===== src/rtl/csr_pkg.sv =====
package csr_pkg;
    // Register offsets in the data map.
    localparam logic [5:0] CSR_ADR_INDIRECT = 6'h00;
    localparam logic [5:0] CSR_ADR_COUNTER  = 6'h01;
    localparam logic [5:0] CSR_ADR_PC_LOW   = 6'h02;
    localparam logic [5:0] CSR_ADR_STATUS   = 6'h03;
    localparam logic [5:0] CSR_ADR_RSP      = 6'h04;
    localparam logic [5:0] CSR_ADR_SPECIAL_LO = 6'h05;
    localparam logic [5:0] CSR_ADR_SPECIAL_HI = 6'h0f;
    localparam logic [5:0] CSR_ADR_COMMON_LO  = 6'h10;
    localparam logic [5:0] CSR_ADR_COMMON_HI  = 6'h1f;
    localparam logic [5:0] CSR_ADR_BANKED_LO  = 6'h20;
    // Status field positions.
    localparam int CSR_ST_RST  = 7;
    localparam int CSR_ST_IO_SEGMENT_SELECT = 6;
    localparam int CSR_ST_T    = 4;
    localparam int CSR_ST_P    = 3;
    localparam int CSR_ST_Z    = 2;
    localparam int CSR_ST_DC   = 1;
    localparam int CSR_ST_C    = 0;
    // Pointer field positions.
    localparam int CSR_RSP_SPECIAL_BANK_SELECT = 7;
    localparam int CSR_RSP_BANK  = 6;
    // Widths and sizes.
    localparam int CSR_PC_W      = 11;
    localparam int CSR_PAGE_W    = 10;
    localparam int CSR_STACK_D   = 8;
    localparam int CSR_RAM_WORDS = 80;
    // Reset values.
    localparam logic [10:0] CSR_PC_RST     = 11'h000;
    localparam logic [7:0]  CSR_STATUS_RST = 8'h18;
    localparam logic [7:0]  CSR_RSP_RST    = 8'h00;
    localparam logic [7:0]  CSR_CNT_RST    = 8'h00;
    localparam logic [7:0]  CSR_PRE_RST    = 8'h00;
    // One instruction cycle is two oscillator clocks.
    localparam int CSR_CLK_PER_INSTR = 2;

    // Program counter operation requested by the decoder.
    typedef enum logic [2:0] {
        CSR_PC_STEP, CSR_PC_HOLD, CSR_PC_SJMP, CSR_PC_SCALL,
        CSR_PC_LONG_JUMP, CSR_PC_LONG_CALL, CSR_PC_RET
    } csr_pcop_t;

    // Data access request from the datapath.
    typedef struct packed {
        logic       rd;
        logic       wr;
        logic       add_pc;
        logic [5:0] addr;
        logic [7:0] wdata;
    } csr_dreq_t;

    // Status events from the core.
    typedef struct packed {
        logic flag_wr;
        logic z;
        logic dc;
        logic c;
        logic sleep_instr;
        logic watchdog_clear_instruction_instr;
        logic wdt_timeout;
        logic wake_event;
    } csr_sev_t;
endpackage


===== src/rtl/csr_core_regs.sv =====
`timescale 1ns/10ps
module csr_core_regs #(
    parameter int PC_W    = csr_pkg::CSR_PC_W,
    parameter int STACK_D = csr_pkg::CSR_STACK_D
) (
    input  wire logic               core_clk_in,
    input  wire logic               reset_in,
    input  wire logic               power_on_in,
    input  wire logic               count_pin_in,
    input  wire logic               count_edge_select_in,
    input  wire logic               count_source_pin_in,
    input  wire logic               prescaler_wr_in,
    input  wire logic [3:0]         prescaler_sel_in,
    input  wire csr_pkg::csr_pcop_t pc_op_in,
    input  wire logic [PC_W-1:0]    pc_target_in,
    input  wire csr_pkg::csr_dreq_t dreq_in,
    input  wire csr_pkg::csr_sev_t  sev_in,
    output logic [PC_W-1:0]         pc_out,
    output logic [7:0]              rdata_out,
    output logic                    rvalid_out,
    output logic                    instr_strobe_out,
    output logic                    special_sel_out,
    output logic [5:0]              special_addr_out,
    output logic                    special_bank_out,
    output logic                    io_segment_out,
    output logic [7:0]              status_out,
    output logic [7:0]              prescaler_out,
    output logic [7:0]              event_counter_out
);
    import csr_pkg::*;

    ////////////////////////////////////////////////////////////////////////////
    // Storage and local signals.
    logic [PC_W-1:0] pc_r;                       // Program counter.
    logic [PC_W-1:0] stack_r [STACK_D];          // Return stack entries.
    logic [2:0]      sp_r;                       // Next free stack slot.
    logic [7:0]      status_r;                   // Core status flags.
    logic [7:0]      rsp_r;                      // RAM select pointer.
    logic [7:0]      cnt_r;                      // Event counter value.
    logic [7:0]      pre_r;                      // Prescaler state.
    logic            phase_r;                    // Oscillator phase in cycle.
    logic            second_r;                   // Second cycle of long op.
    logic            pin_s1_r;                   // Synchroniser, first stage.
    logic            pin_s2_r;                   // Synchroniser, second stage.
    logic            pin_d_r;                    // Previous synced level.
    logic            instr_en;                   // One pulse per instruction.
    logic            pin_edge;                   // Selected pin edge seen.
    logic [5:0]      eff_addr;                   // Address after indirection.
    logic            ram_hit;                    // Access targets the RAM.
    logic [6:0]      ram_addr;                   // Physical RAM index.
    logic [7:0]      ram_rdata;                  // RAM read data.
    logic [7:0]      reg_rdata_nxt;              // Core register read mux.
    logic            rd_ram_r;                   // Read answered from RAM.
    logic [7:0]      reg_rdata_r;                // Registered register read.
    logic            rd_pend_r;                  // Read in flight.
    logic            long_op;                    // Long jump or long call.

    // Map a data address and bank bit onto the physical RAM index.
    function automatic logic [6:0] ram_index(input logic [5:0] a, input logic bank);
        logic [6:0] idx;
        idx = 7'h00;
        if (a <= CSR_ADR_COMMON_HI) begin
            idx = {3'h0, a[3:0]};
        end else begin
            idx = 7'h10 + {1'b0, bank, a[4:0]};
        end
        return idx;
    endfunction

    ////////////////////////////////////////////////////////////////////////////
    // Instruction cycle timing: two oscillator clocks per cycle.
    // A long operation stretches the cycle so the PC advances once in two.
    assign long_op  = (pc_op_in == CSR_PC_LONG_JUMP) || (pc_op_in == CSR_PC_LONG_CALL);
    assign instr_en = phase_r && !(long_op && !second_r);

    // Phase toggles every clock; the long-op marker holds one extra cycle.
    always_ff @(posedge core_clk_in) begin
        if (reset_in) begin
            phase_r  <= 1'b0;
            second_r <= 1'b0;
        end else begin
            phase_r <= ~phase_r;
            if (phase_r) begin
                second_r <= long_op && !second_r;
            end
        end
    end

    ////////////////////////////////////////////////////////////////////////////
    // Effective address: the indirect port holds nothing and redirects.
    assign eff_addr = (dreq_in.addr == CSR_ADR_INDIRECT) ? rsp_r[5:0]
                                                        : dreq_in.addr;
    assign ram_hit  = eff_addr >= CSR_ADR_COMMON_LO;
    assign ram_addr = ram_index(eff_addr, rsp_r[CSR_RSP_BANK]);

    // Data store for common and banked general registers.
    csr_ram #(
        .DEPTH (CSR_RAM_WORDS),
        .AW    (7)
    ) u_ram (
        .core_clk_in (core_clk_in),
        .we_in       (dreq_in.wr && ram_hit),
        .addr_in     (ram_addr),
        .wdata_in    (dreq_in.wdata),
        .rdata_out   (ram_rdata)
    );

    ////////////////////////////////////////////////////////////////////////////
    // Input synchroniser for the external count pin.
    always_ff @(posedge core_clk_in) begin
        if (reset_in) begin
            pin_s1_r <= 1'b0;
            pin_s2_r <= 1'b0;
            pin_d_r  <= 1'b0;
        end else begin
            pin_s1_r <= count_pin_in;
            pin_s2_r <= pin_s1_r;
            pin_d_r  <= pin_s2_r;
        end
    end

    // Edge select 0 counts rising edges, 1 counts falling edges.
    assign pin_edge = count_edge_select_in ? (pin_d_r && !pin_s2_r)
                                           : (!pin_d_r && pin_s2_r);

    ////////////////////////////////////////////////////////////////////////////
    // Prescaler: free count of source ticks, cleared on the listed writes.
    // Its divided output is left to the select logic outside this block.
    always_ff @(posedge core_clk_in) begin
        if (reset_in || power_on_in) begin
            pre_r <= CSR_PRE_RST;
        end else if (prescaler_wr_in ||
                     (dreq_in.wr && eff_addr == CSR_ADR_COUNTER)) begin
            pre_r <= CSR_PRE_RST;
        end else if (count_source_pin_in ? pin_edge : instr_en) begin
            pre_r <= pre_r + 8'h01;
        end
    end

    // Event counter: a software write wins over a tick in the same cycle.
    always_ff @(posedge core_clk_in) begin
        if (reset_in || power_on_in) begin
            cnt_r <= CSR_CNT_RST;
        end else if (dreq_in.wr && eff_addr == CSR_ADR_COUNTER) begin
            cnt_r <= dreq_in.wdata;
        end else if (count_source_pin_in ? pin_edge : instr_en) begin
            cnt_r <= cnt_r + 8'h01;
        end
    end

    ////////////////////////////////////////////////////////////////////////////
    // Program counter and return stack. Data writes to the PC low register
    // take effect at the instruction boundary in place of the step.
    always_ff @(posedge core_clk_in) begin
        if (reset_in || power_on_in) begin
            pc_r <= CSR_PC_RST;
            sp_r <= 3'h0;
        end else if (instr_en) begin
            if (dreq_in.wr && eff_addr == CSR_ADR_PC_LOW) begin
                if (dreq_in.add_pc) begin
                    pc_r <= pc_r + {3'h0, dreq_in.wdata};
                end else begin
                    pc_r <= {pc_r[PC_W-1:8], dreq_in.wdata};
                end
            end else begin
                case (pc_op_in)
                    CSR_PC_STEP: begin
                        pc_r <= pc_r + 11'h001;
                    end
                    CSR_PC_HOLD: begin
                        pc_r <= pc_r;
                    end
                    CSR_PC_SJMP: begin
                        pc_r <= {pc_r[PC_W-1:CSR_PAGE_W],
                                 pc_target_in[CSR_PAGE_W-1:0]};
                    end
                    CSR_PC_SCALL: begin
                        stack_r[sp_r] <= pc_r + 11'h001;
                        sp_r          <= sp_r + 3'h1;
                        pc_r <= {pc_r[PC_W-1:CSR_PAGE_W],
                                 pc_target_in[CSR_PAGE_W-1:0]};
                    end
                    CSR_PC_LONG_JUMP: begin
                        pc_r <= pc_target_in;
                    end
                    CSR_PC_LONG_CALL: begin
                        stack_r[sp_r] <= pc_r + 11'h001;
                        sp_r          <= sp_r + 3'h1;
                        pc_r          <= pc_target_in;
                    end
                    CSR_PC_RET: begin
                        pc_r <= stack_r[sp_r - 3'h1];
                        sp_r <= sp_r - 3'h1;
                    end
                    default: begin
                        pc_r <= pc_r;
                    end
                endcase
            end
        end
    end

    ////////////////////////////////////////////////////////////////////////////
    // Status register. Hardware events win over a software write.
    always_ff @(posedge core_clk_in) begin
        if (power_on_in) begin
            status_r <= CSR_STATUS_RST;
        end else if (reset_in) begin
            status_r[CSR_ST_RST] <= sev_in.wake_event;
        end else begin
            if (dreq_in.wr && eff_addr == CSR_ADR_STATUS) begin
                status_r[CSR_ST_IO_SEGMENT_SELECT] <= dreq_in.wdata[CSR_ST_IO_SEGMENT_SELECT];
                status_r[CSR_ST_Z]    <= dreq_in.wdata[CSR_ST_Z];
                status_r[CSR_ST_DC]   <= dreq_in.wdata[CSR_ST_DC];
                status_r[CSR_ST_C]    <= dreq_in.wdata[CSR_ST_C];
            end
            if (sev_in.flag_wr) begin
                status_r[CSR_ST_Z]  <= sev_in.z;
                status_r[CSR_ST_DC] <= sev_in.dc;
                status_r[CSR_ST_C]  <= sev_in.c;
            end
            if (sev_in.wdt_timeout) begin
                status_r[CSR_ST_T] <= 1'b0;
            end else if (sev_in.sleep_instr || sev_in.watchdog_clear_instruction_instr) begin
                status_r[CSR_ST_T] <= 1'b1;
            end
            if (sev_in.watchdog_clear_instruction_instr) begin
                status_r[CSR_ST_P] <= 1'b1;
            end else if (sev_in.sleep_instr) begin
                status_r[CSR_ST_P] <= 1'b0;
            end
            status_r[5] <= 1'b0;
        end
    end

    // RAM select pointer, plain read/write.
    always_ff @(posedge core_clk_in) begin
        if (reset_in || power_on_in) begin
            rsp_r <= CSR_RSP_RST;
        end else if (dreq_in.wr && eff_addr == CSR_ADR_RSP) begin
            rsp_r <= dreq_in.wdata;
        end
    end

    ////////////////////////////////////////////////////////////////////////////
    // Read path: core registers muxed, RAM data already registered.
    always_comb begin
        reg_rdata_nxt = 8'h00;
        case (eff_addr)
            CSR_ADR_INDIRECT: reg_rdata_nxt = 8'h00;
            CSR_ADR_COUNTER:  reg_rdata_nxt = cnt_r;
            CSR_ADR_PC_LOW:   reg_rdata_nxt = pc_r[7:0];
            CSR_ADR_STATUS:   reg_rdata_nxt = status_r & 8'hdf;
            CSR_ADR_RSP:      reg_rdata_nxt = rsp_r;
            default:          reg_rdata_nxt = 8'h00;
        endcase
    end

    // Register the read answer one cycle after the request.
    always_ff @(posedge core_clk_in) begin
        if (reset_in) begin
            rd_pend_r   <= 1'b0;
            rd_ram_r    <= 1'b0;
            reg_rdata_r <= 8'h00;
        end else begin
            rd_pend_r   <= dreq_in.rd;
            rd_ram_r    <= ram_hit;
            reg_rdata_r <= reg_rdata_nxt;
        end
    end

    // Output registers; the RAM word is picked a cycle after its read.
    always_ff @(posedge core_clk_in) begin
        if (reset_in) begin
            rdata_out         <= 8'h00;
            rvalid_out        <= 1'b0;
            instr_strobe_out  <= 1'b0;
            special_sel_out   <= 1'b0;
            special_addr_out  <= 6'h00;
            special_bank_out  <= 1'b0;
            io_segment_out    <= 1'b0;
        end else begin
            // Read data stands until the next read is answered.
            if (rd_pend_r) begin
                rdata_out <= rd_ram_r ? ram_rdata : reg_rdata_r;
            end
            rvalid_out       <= rd_pend_r;
            instr_strobe_out <= instr_en;
            special_sel_out  <= (dreq_in.rd || dreq_in.wr) &&
                                eff_addr >= CSR_ADR_SPECIAL_LO &&
                                eff_addr <= CSR_ADR_SPECIAL_HI;
            special_addr_out <= eff_addr;
            special_bank_out <= rsp_r[CSR_RSP_SPECIAL_BANK_SELECT];
            io_segment_out   <= status_r[CSR_ST_IO_SEGMENT_SELECT];
        end
    end

    // Direct views of architectural state.
    assign pc_out            = pc_r;
    assign status_out        = status_r;
    assign prescaler_out     = pre_r;
    assign event_counter_out = cnt_r;
endmodule


===== src/rtl/csr_ram.sv =====
`timescale 1ns/10ps
// Small synchronous data store with registered read data.
module csr_ram #(
    parameter int DEPTH = 80,
    parameter int AW    = 7
) (
    input  wire logic          core_clk_in,
    input  wire logic          we_in,
    input  wire logic [AW-1:0] addr_in,
    input  wire logic [7:0]    wdata_in,
    output logic      [7:0]    rdata_out
);
    logic [7:0] mem [DEPTH];    // Storage array, no reset needed.

    // Read first, read data registered for timing.
    always_ff @(posedge core_clk_in) begin
        if (we_in) begin
            mem[addr_in] <= wdata_in;
        end
        rdata_out <= mem[addr_in];
    end
endmodule


===== config.mk =====
export PLATFORM = sky130hd
export DESIGN_NAME = csr_core_regs
export DESIGN_NICKNAME = d
export VERILOG_FILES = /design/src/rtl/csr_pkg.sv /design/src/rtl/csr_core_regs.sv /design/src/rtl/csr_ram.sv
export SDC_FILE = /design/constraint.sdc
export NUM_CORES = 1
export LEC_CHECK = 0
export ABC_AREA = 0
export BUFFER_PORTS_ARGS = -buffer_cell sky130_fd_sc_hd__buf_4
export CAP_MARGIN = 0
export CORE_ASPECT_RATIO = 1.1
export CORE_MARGIN = 2
export CORE_UTILIZATION = 30
export DETAILED_ROUTE_END_ITERATION = 12
export GPL_ROUTABILITY_DRIVEN = 0
export HOLD_SLACK_MARGIN = 0.06
export PLACE_DENSITY = 0.49
export SLEW_MARGIN = 20
export SYNTH_ARGS = -nofsm -noshare
export SYNTH_HDL_FRONTEND = slang
export SYNTH_HIERARCHICAL = 1
export SYNTH_SLANG_ARGS = --single-unit

===== constraint.sdc =====
create_clock -name core_clk_in -period 9.9 [get_ports core_clk_in]
set_clock_uncertainty 0.15 [all_clocks]
set_input_delay 2.97 -clock core_clk_in [delete_from_list [all_inputs] [get_ports core_clk_in]]
set_output_delay 2.97 -clock core_clk_in [all_outputs]
set_load 0.005 [all_outputs]

### Word level (Yosys, flattened, before mapping)

Memories as Yosys holds them, arrays and structs flattened. A register that Yosys moved wholly into a read port is not among the register bits.
Cells that the tools add are included.

* memories kept: 2
* RAM bits: 728
* register bits: 79
* output and inout port bits: 54

* multiplexer cells: 31
* add/sub/neg operators: 7
* eq/ne operators: 11
* order comparisons: 4
* bitwise operators: 4
* reductions and logical operators: 41

Memories
* u_ram.mem: depth 80, bits a word 8, rd ports 1, clocked after Yosys merged registers in 1, wr ports 1, RTL line csr_ram.sv:13 `logic [7:0] mem [DEPTH];`
* stack_r: depth 8, bits a word 11, rd ports 1, clocked after Yosys merged registers in 0, wr ports 1, RTL line csr_core_regs.sv:35 `logic [PC_W-1:0] stack_r [STACK_D];`

Operators by type and width (count)
* 11-bit one-hot mux with 4 select lines: 1
* 11-bit two-way mux: 3
* 8-bit one-hot mux with 4 select lines: 1
* 8-bit two-way mux: 3
* 1-bit two-way mux: 18
* 8-bit by 1-bit adder with 8-bit output (second input constant): 2
* 6-bit by 2-bit == test with 1-bit output (second input constant): 2
* 11-bit by 1-bit adder with 11-bit output (second input constant): 1
* 11-bit by 8-bit adder with 11-bit output: 1
* 1-bit logical AND: 11
* 2-bit AND reduction: 5
* 2-bit nonzero test: 5
* 3-bit == test (second input constant): 3
* 2-bit OR reduction: 4
* 5-bit by 6-bit adder with 7-bit output (first input constant): 1
* 7-bit two-way mux: 1
* 3-bit by 2-bit == test with 1-bit output (second input constant): 2
* 6-bit by 1-bit == test with 1-bit output (second input constant): 1
* 6-bit by 3-bit == test with 1-bit output (second input constant): 1
* 6-bit by 3-bit >= comparator with 1-bit output (second input constant): 1
* 6-bit by 5-bit >= comparator with 1-bit output (second input constant): 1
* 6-bit by 4-bit <= comparator with 1-bit output (second input constant): 1
* 6-bit by 5-bit <= comparator with 1-bit output (second input constant): 1
* 6-bit zero test: 1
* other kinds (16): 27

### Longest topological paths before layout

* word-level depth: 9
* depth in mapped cells: 15
* depth with buffers taken out: 11

### Hierarchy

The synthesis kept the hierarchy.

By module, submodules not included
* csr_ram: cells each 1452, area each 25517.0 um^2, times used 1, sequential area each 19378.6 um^2
* csr_core_regs: cells each 670, area each 7783.7 um^2, times used 1, sequential area each 4224.1 um^2

### Worst setup path after synthesis

OpenSTA, ideal clock, no wires.

* kind: input port to flip-flop
* start: input dreq_in[13] in the netlist's numbering
* end: memory u_ram.mem[56][0], enable pin
* path slack: 3946 ps
* cell stages on the path: 9
* buffers on the path: 3
* arrival: 5433 ps
* path through: or4_4 nor2_1 a21oi_1 nor2_1 buf_2 buf_2 buf_1 nand3_1 nor2_1

* elaborated cells between the ends (all ways): 9
* those cells by class: 1 x add/sub; 2 x order compare; 4 x mux; 2 x reduce/logical

RTL lines
* from (decl): RTL line csr_core_regs.sv:16 `input wire csr_pkg::csr_dreq_t dreq_in,`
* 6-bit zero test: RTL line csr_core_regs.sv:91 `assign eff_addr = (dreq_in.addr == CSR_ADR_INDIRECT) ? rsp_r[5:0]`
* 6-bit two-way mux *: RTL line csr_core_regs.sv:91
* 5-bit by 6-bit adder with 7-bit output / 6-bit by 5-bit <= comparator with 1-bit output (equally long branches): RTL line csr_core_regs.sv:65, csr_core_regs.sv:62
* 7-bit two-way mux *: RTL line csr_core_regs.sv:62 `if (a <= CSR_ADR_COMMON_HI) begin`
* named net ram_addr[4]: RTL line csr_core_regs.sv:50 `logic [6:0] ram_addr;`
* to (decl): RTL line csr_ram.sv:13

Mark *: on every way through the listed nets, which the timed path passes. The rest lies on a longest branch.

### Worst setup path in the final report

* start: input dreq_in[13] in the netlist's numbering
* end: memory u_ram.mem[69][4], enable pin

* cells in the longest elaborated chain, start to end: 6
* elaborated cells between the ends (all ways): 9
* those cells by class: 1 x add/sub; 2 x order compare; 4 x mux; 2 x reduce/logical

Ends and longest elaborated chain
* 6-bit zero test *: RTL line csr_core_regs.sv:91
* 6-bit two-way mux *: RTL line csr_core_regs.sv:91
* named net eff_addr[0]: RTL line csr_core_regs.sv:48 `logic [5:0] eff_addr;`
* 6-bit by 5-bit >= comparator with 1-bit output: RTL line csr_core_regs.sv:93 `assign ram_hit = eff_addr >= CSR_ADR_COMMON_LO;`
* 1-bit logical AND: RTL line csr_core_regs.sv:102 `.we_in (dreq_in.wr && ram_hit),`
* 1-bit two-way mux: RTL line csr_ram.sv:17 `if (we_in) begin`
* 1-bit two-way mux (not written as such): RTL line csr_ram.sv:18 `mem[addr_in] <= wdata_in;`

Marked as above.

==> flow_metrics.tcl <==
set metrics [dict create \
    relSlewSlack_pct 21.89 \
    postSynthAreaPerCell_sq_um 15.69 \
    whs_endpoint "phase_r" \
    drv_slew 0 \
    setup_slack_ps 2695 \
    first_pass_iters 5 \
    worstPathArrival_ps 7310 \
    clockBufferDepth 3 \
    rrSetupSlack_ps 5180 \
    wirelength_um 96560 \
    place_ws_ps 2175 \
    h-tree-depth 3 \
    crit_fanout 53 \
    hold_path_depth 1 \
    antenna_found_initial 0 \
    period_share_pct 72.78 \
    cp_top_family "simple AND/OR/NAND/NOR gates" \
    vias 19550 \
    cp.buffers_inverters 2 \
    start_util_pct 30.18 \
    r2r_cells 5 \
    die_h_um 353.4 \
    whs_ps 302.0 \
    synth_area_sq_um 33300 \
    clock_latency_ps 660 \
    grt_pass1_vias 20130 \
    port_buffers 98 \
    cts-root-buf "clkbuf_16" \
    utilization_pct 34.65 \
    synth_nets 2189 \
    area_growth_syn_to_layout_pct 14.81 \
    rows 128 \
    min_from "phase_r" \
    drc_errors 0 \
    leakagePower_nw 12.49 \
    async_reset_ff_share_pct 0 \
    setup.worst_path.end_class "flop" \
    ioPinCount 104 \
    die-area_sq_um 113700 \
    drive_gt1_share_pct 16.60 \
    overflow 0 \
    rsz0062_at_grt "false" \
    clk_pin_slew_ps 60 \
    cp_slowest_cell "nor2_1" \
    rr_endpoint "u_ram/mem[69][4]" \
    grt_max_degree 94 \
    diodes 0 \
    hp-class "flop to flop" \
    grt_usage_pct 16.78 \
    crit_type "input pin to flop" \
    place_area_sq_um 35470 \
    die_w_um 321.7 \
    cts_resized 0 \
    numClockSinks 815 \
    hold_buffers 0 \
    synth.yosys.seq_area_share_pct 70.88 \
    max_stage_delay_ps 1150 \
    synth_cells 2122 \
    finalSetupViolations 0 \
    power.density_nw_per_um2 192.3 \
    maxClockFrequency_mhz 138.8 \
    numCtsBuffers 88 \
    core_sq_um 110300 \
    grt_pass1_wl_um 140400 \
    crit_chain "buf_4 > nor4_2 > a31oi_1 > inv_6 > nor2b_2 > nand3_1 > nor2_1" \
    cts_tree "built" \
    wire_per_inst_um 25.88 \
    reg2reg_from "rsp_r[0]" \
    drt_first_iter_violations 1808 \
    maxCapViolCount 0 \
    dominantRegCellSynth "edfxtp_1" \
    vias_per_cell 5.241 \
    crit_required_ps 10000 \
    final-hold-violation-count 0 \
    final_area_sq_um 38230 \
    worstMarginPinSlew_ps 1172 \
    dp_hpwl_um 60070 \
    ys_ff_latch 815 \
    synth_edf_count 728 \
    post_cts_buffers 0 \
    yosysWarningCount 6 \
    irDropWorstVdd_mv 0.1210 \
    fin_crit_ps 7205 \
    antenna_left 0 \
    fin_setup_tns_ps 0 \
    status "complete, no violations" \
    start_kind "input pin" \
    nets 2294 \
    yosysUniqueCellTypes 90 \
]
==> power by group <==
part           switching (mW)  total, mW  leakage (nW)  internal, mW
clock                    1.34       3.14          1.34          1.80
combinational           0.296      0.433          3.85         0.137
sequential             0.0166       3.78          7.30          3.76
total                    1.65       7.35          12.5          5.70
==> synth_stat cells (6+ instances only) <==
master,count,area [sq um]
o22ai_1,7,43.79
buf_2,40,200.2
mux2_2,22,247.7
mux4_2,64,1441
o21ai_1,14,70.07
a211oi_1,41,307.8
nand3_1,53,265.3
a21oi_1,60,300.3
o211ai_1,12,90.09
dfxtp_1,87,1742
a21o_1,7,52.55
inv_1,15,56.30
buf_4,18,135.1
a221oi_1,70,613.1
a22oi_1,58,435.4
xnor2_1,12,105.1
and2_1,11,68.82
o31ai_1,7,52.55
a31oi_1,16,100.1
nor2_1,191,716.9
o2bb2ai_1,6,52.55
nor3_1,13,65.06
nand2b_1,6,37.54
a22o_1,11,96.34
nand4_1,10,62.56
o21ai_0,47,235.2
mux2i_1,151,1511
edfxtp_1,728,21860
a221o_1,6,60.06
clkbuf_1,46,172.7
nand2_1,103,386.6
a311oi_1,6,52.55
buf_6,17,191.4
nor2b_1,22,137.6
ha_1,16,200.2
or2_2,6,37.54
xor2_1,18,157.7
==> per-stage QoR <==
stage          std cells  power [mW]
2_1_floorplan       2122       4.080
3_3_place_gp        3567       4.277
3_5_place_dp        3567       4.284
4_1_cts             3731       7.419
5_1_grt             3731       7.586
6_report            3731       7.352
==> registers in the layout, indices dropped and copies added, names as in the netlist, 6 cells and up <==
signal             flops
event_counter_out      8
reg_rdata_r            8
status_out             7
rsp_r                  8
prescaler_out          8
special_addr_out       6
pc_out                11
u_ram/rdata_out        8
u_ram/mem            640
stack_r               88
rdata_out              8
==> layout by cell type, fill, tap and decap left out, drive strengths merged, types with 35 or more instances in the layout <==
master / count
a22oi: 58
buf: 143
clkbuf: 125
mux2i: 151
nand2: 104
nand3: 53
edfxtp: 728
dfxtp: 87
a211oi: 41
a21oi: 61
clkinv: 35
o21ai: 62
nor2: 193
a221oi: 73
mux4: 64
==> kinds of logic after synthesis <==
group,after synthesis,synth area share (%)
DFF,815,70.88
and+or+nand+nor,452,6.233
AOI/OAI and AO/OA,420,9.194
muxes,241,9.769
buffers and inverters,146,2.465
xor gates and xnor gates,30,0.7890
adders and majority gates,17,0.6613
other,1,0.01126
==> metal layers <==
metal / global-route usage, % / wire length, um / part of all wire, % / vias up
li1: - / - / - / 8637
met5: 0 / 0 / 0 / -
met2: 29.15 / 49080 / 51 / 553
met1: 21.31 / 39980 / 41 / 10210
met4: 6.084 / 3157 / 3.3 / 0
met3: 2.242 / 4345 / 4.5 / 152
==> worst max path at each step <==
stage,cells after the start,from,to,slack (ps)
after floorplan,9,dreq_in[13],u_ram/mem[56][0],3950
after global placement,7,dreq_in[13],u_ram/mem[37][6],2220
after detailed placement,7,dreq_in[13],u_ram/mem[37][6],2170
after CTS,7,dreq_in[13],u_ram/mem[37][6],2830
after global routing,7,dreq_in[13],u_ram/mem[37][6],2560
final,7,dreq_in[13],u_ram/mem[69][4],2690
==> cell type report <==
class	count	area (sq um)
repair buffers	143	1086
fillers	10560	72110
flip-flops and latches	815	23600
inverters	18	81.33
clock buffers	125	2445
clock inverters	39	314.1
well taps	1430	1789
multi-input cells	1161	8915
(Power assumes the default switching activity.)
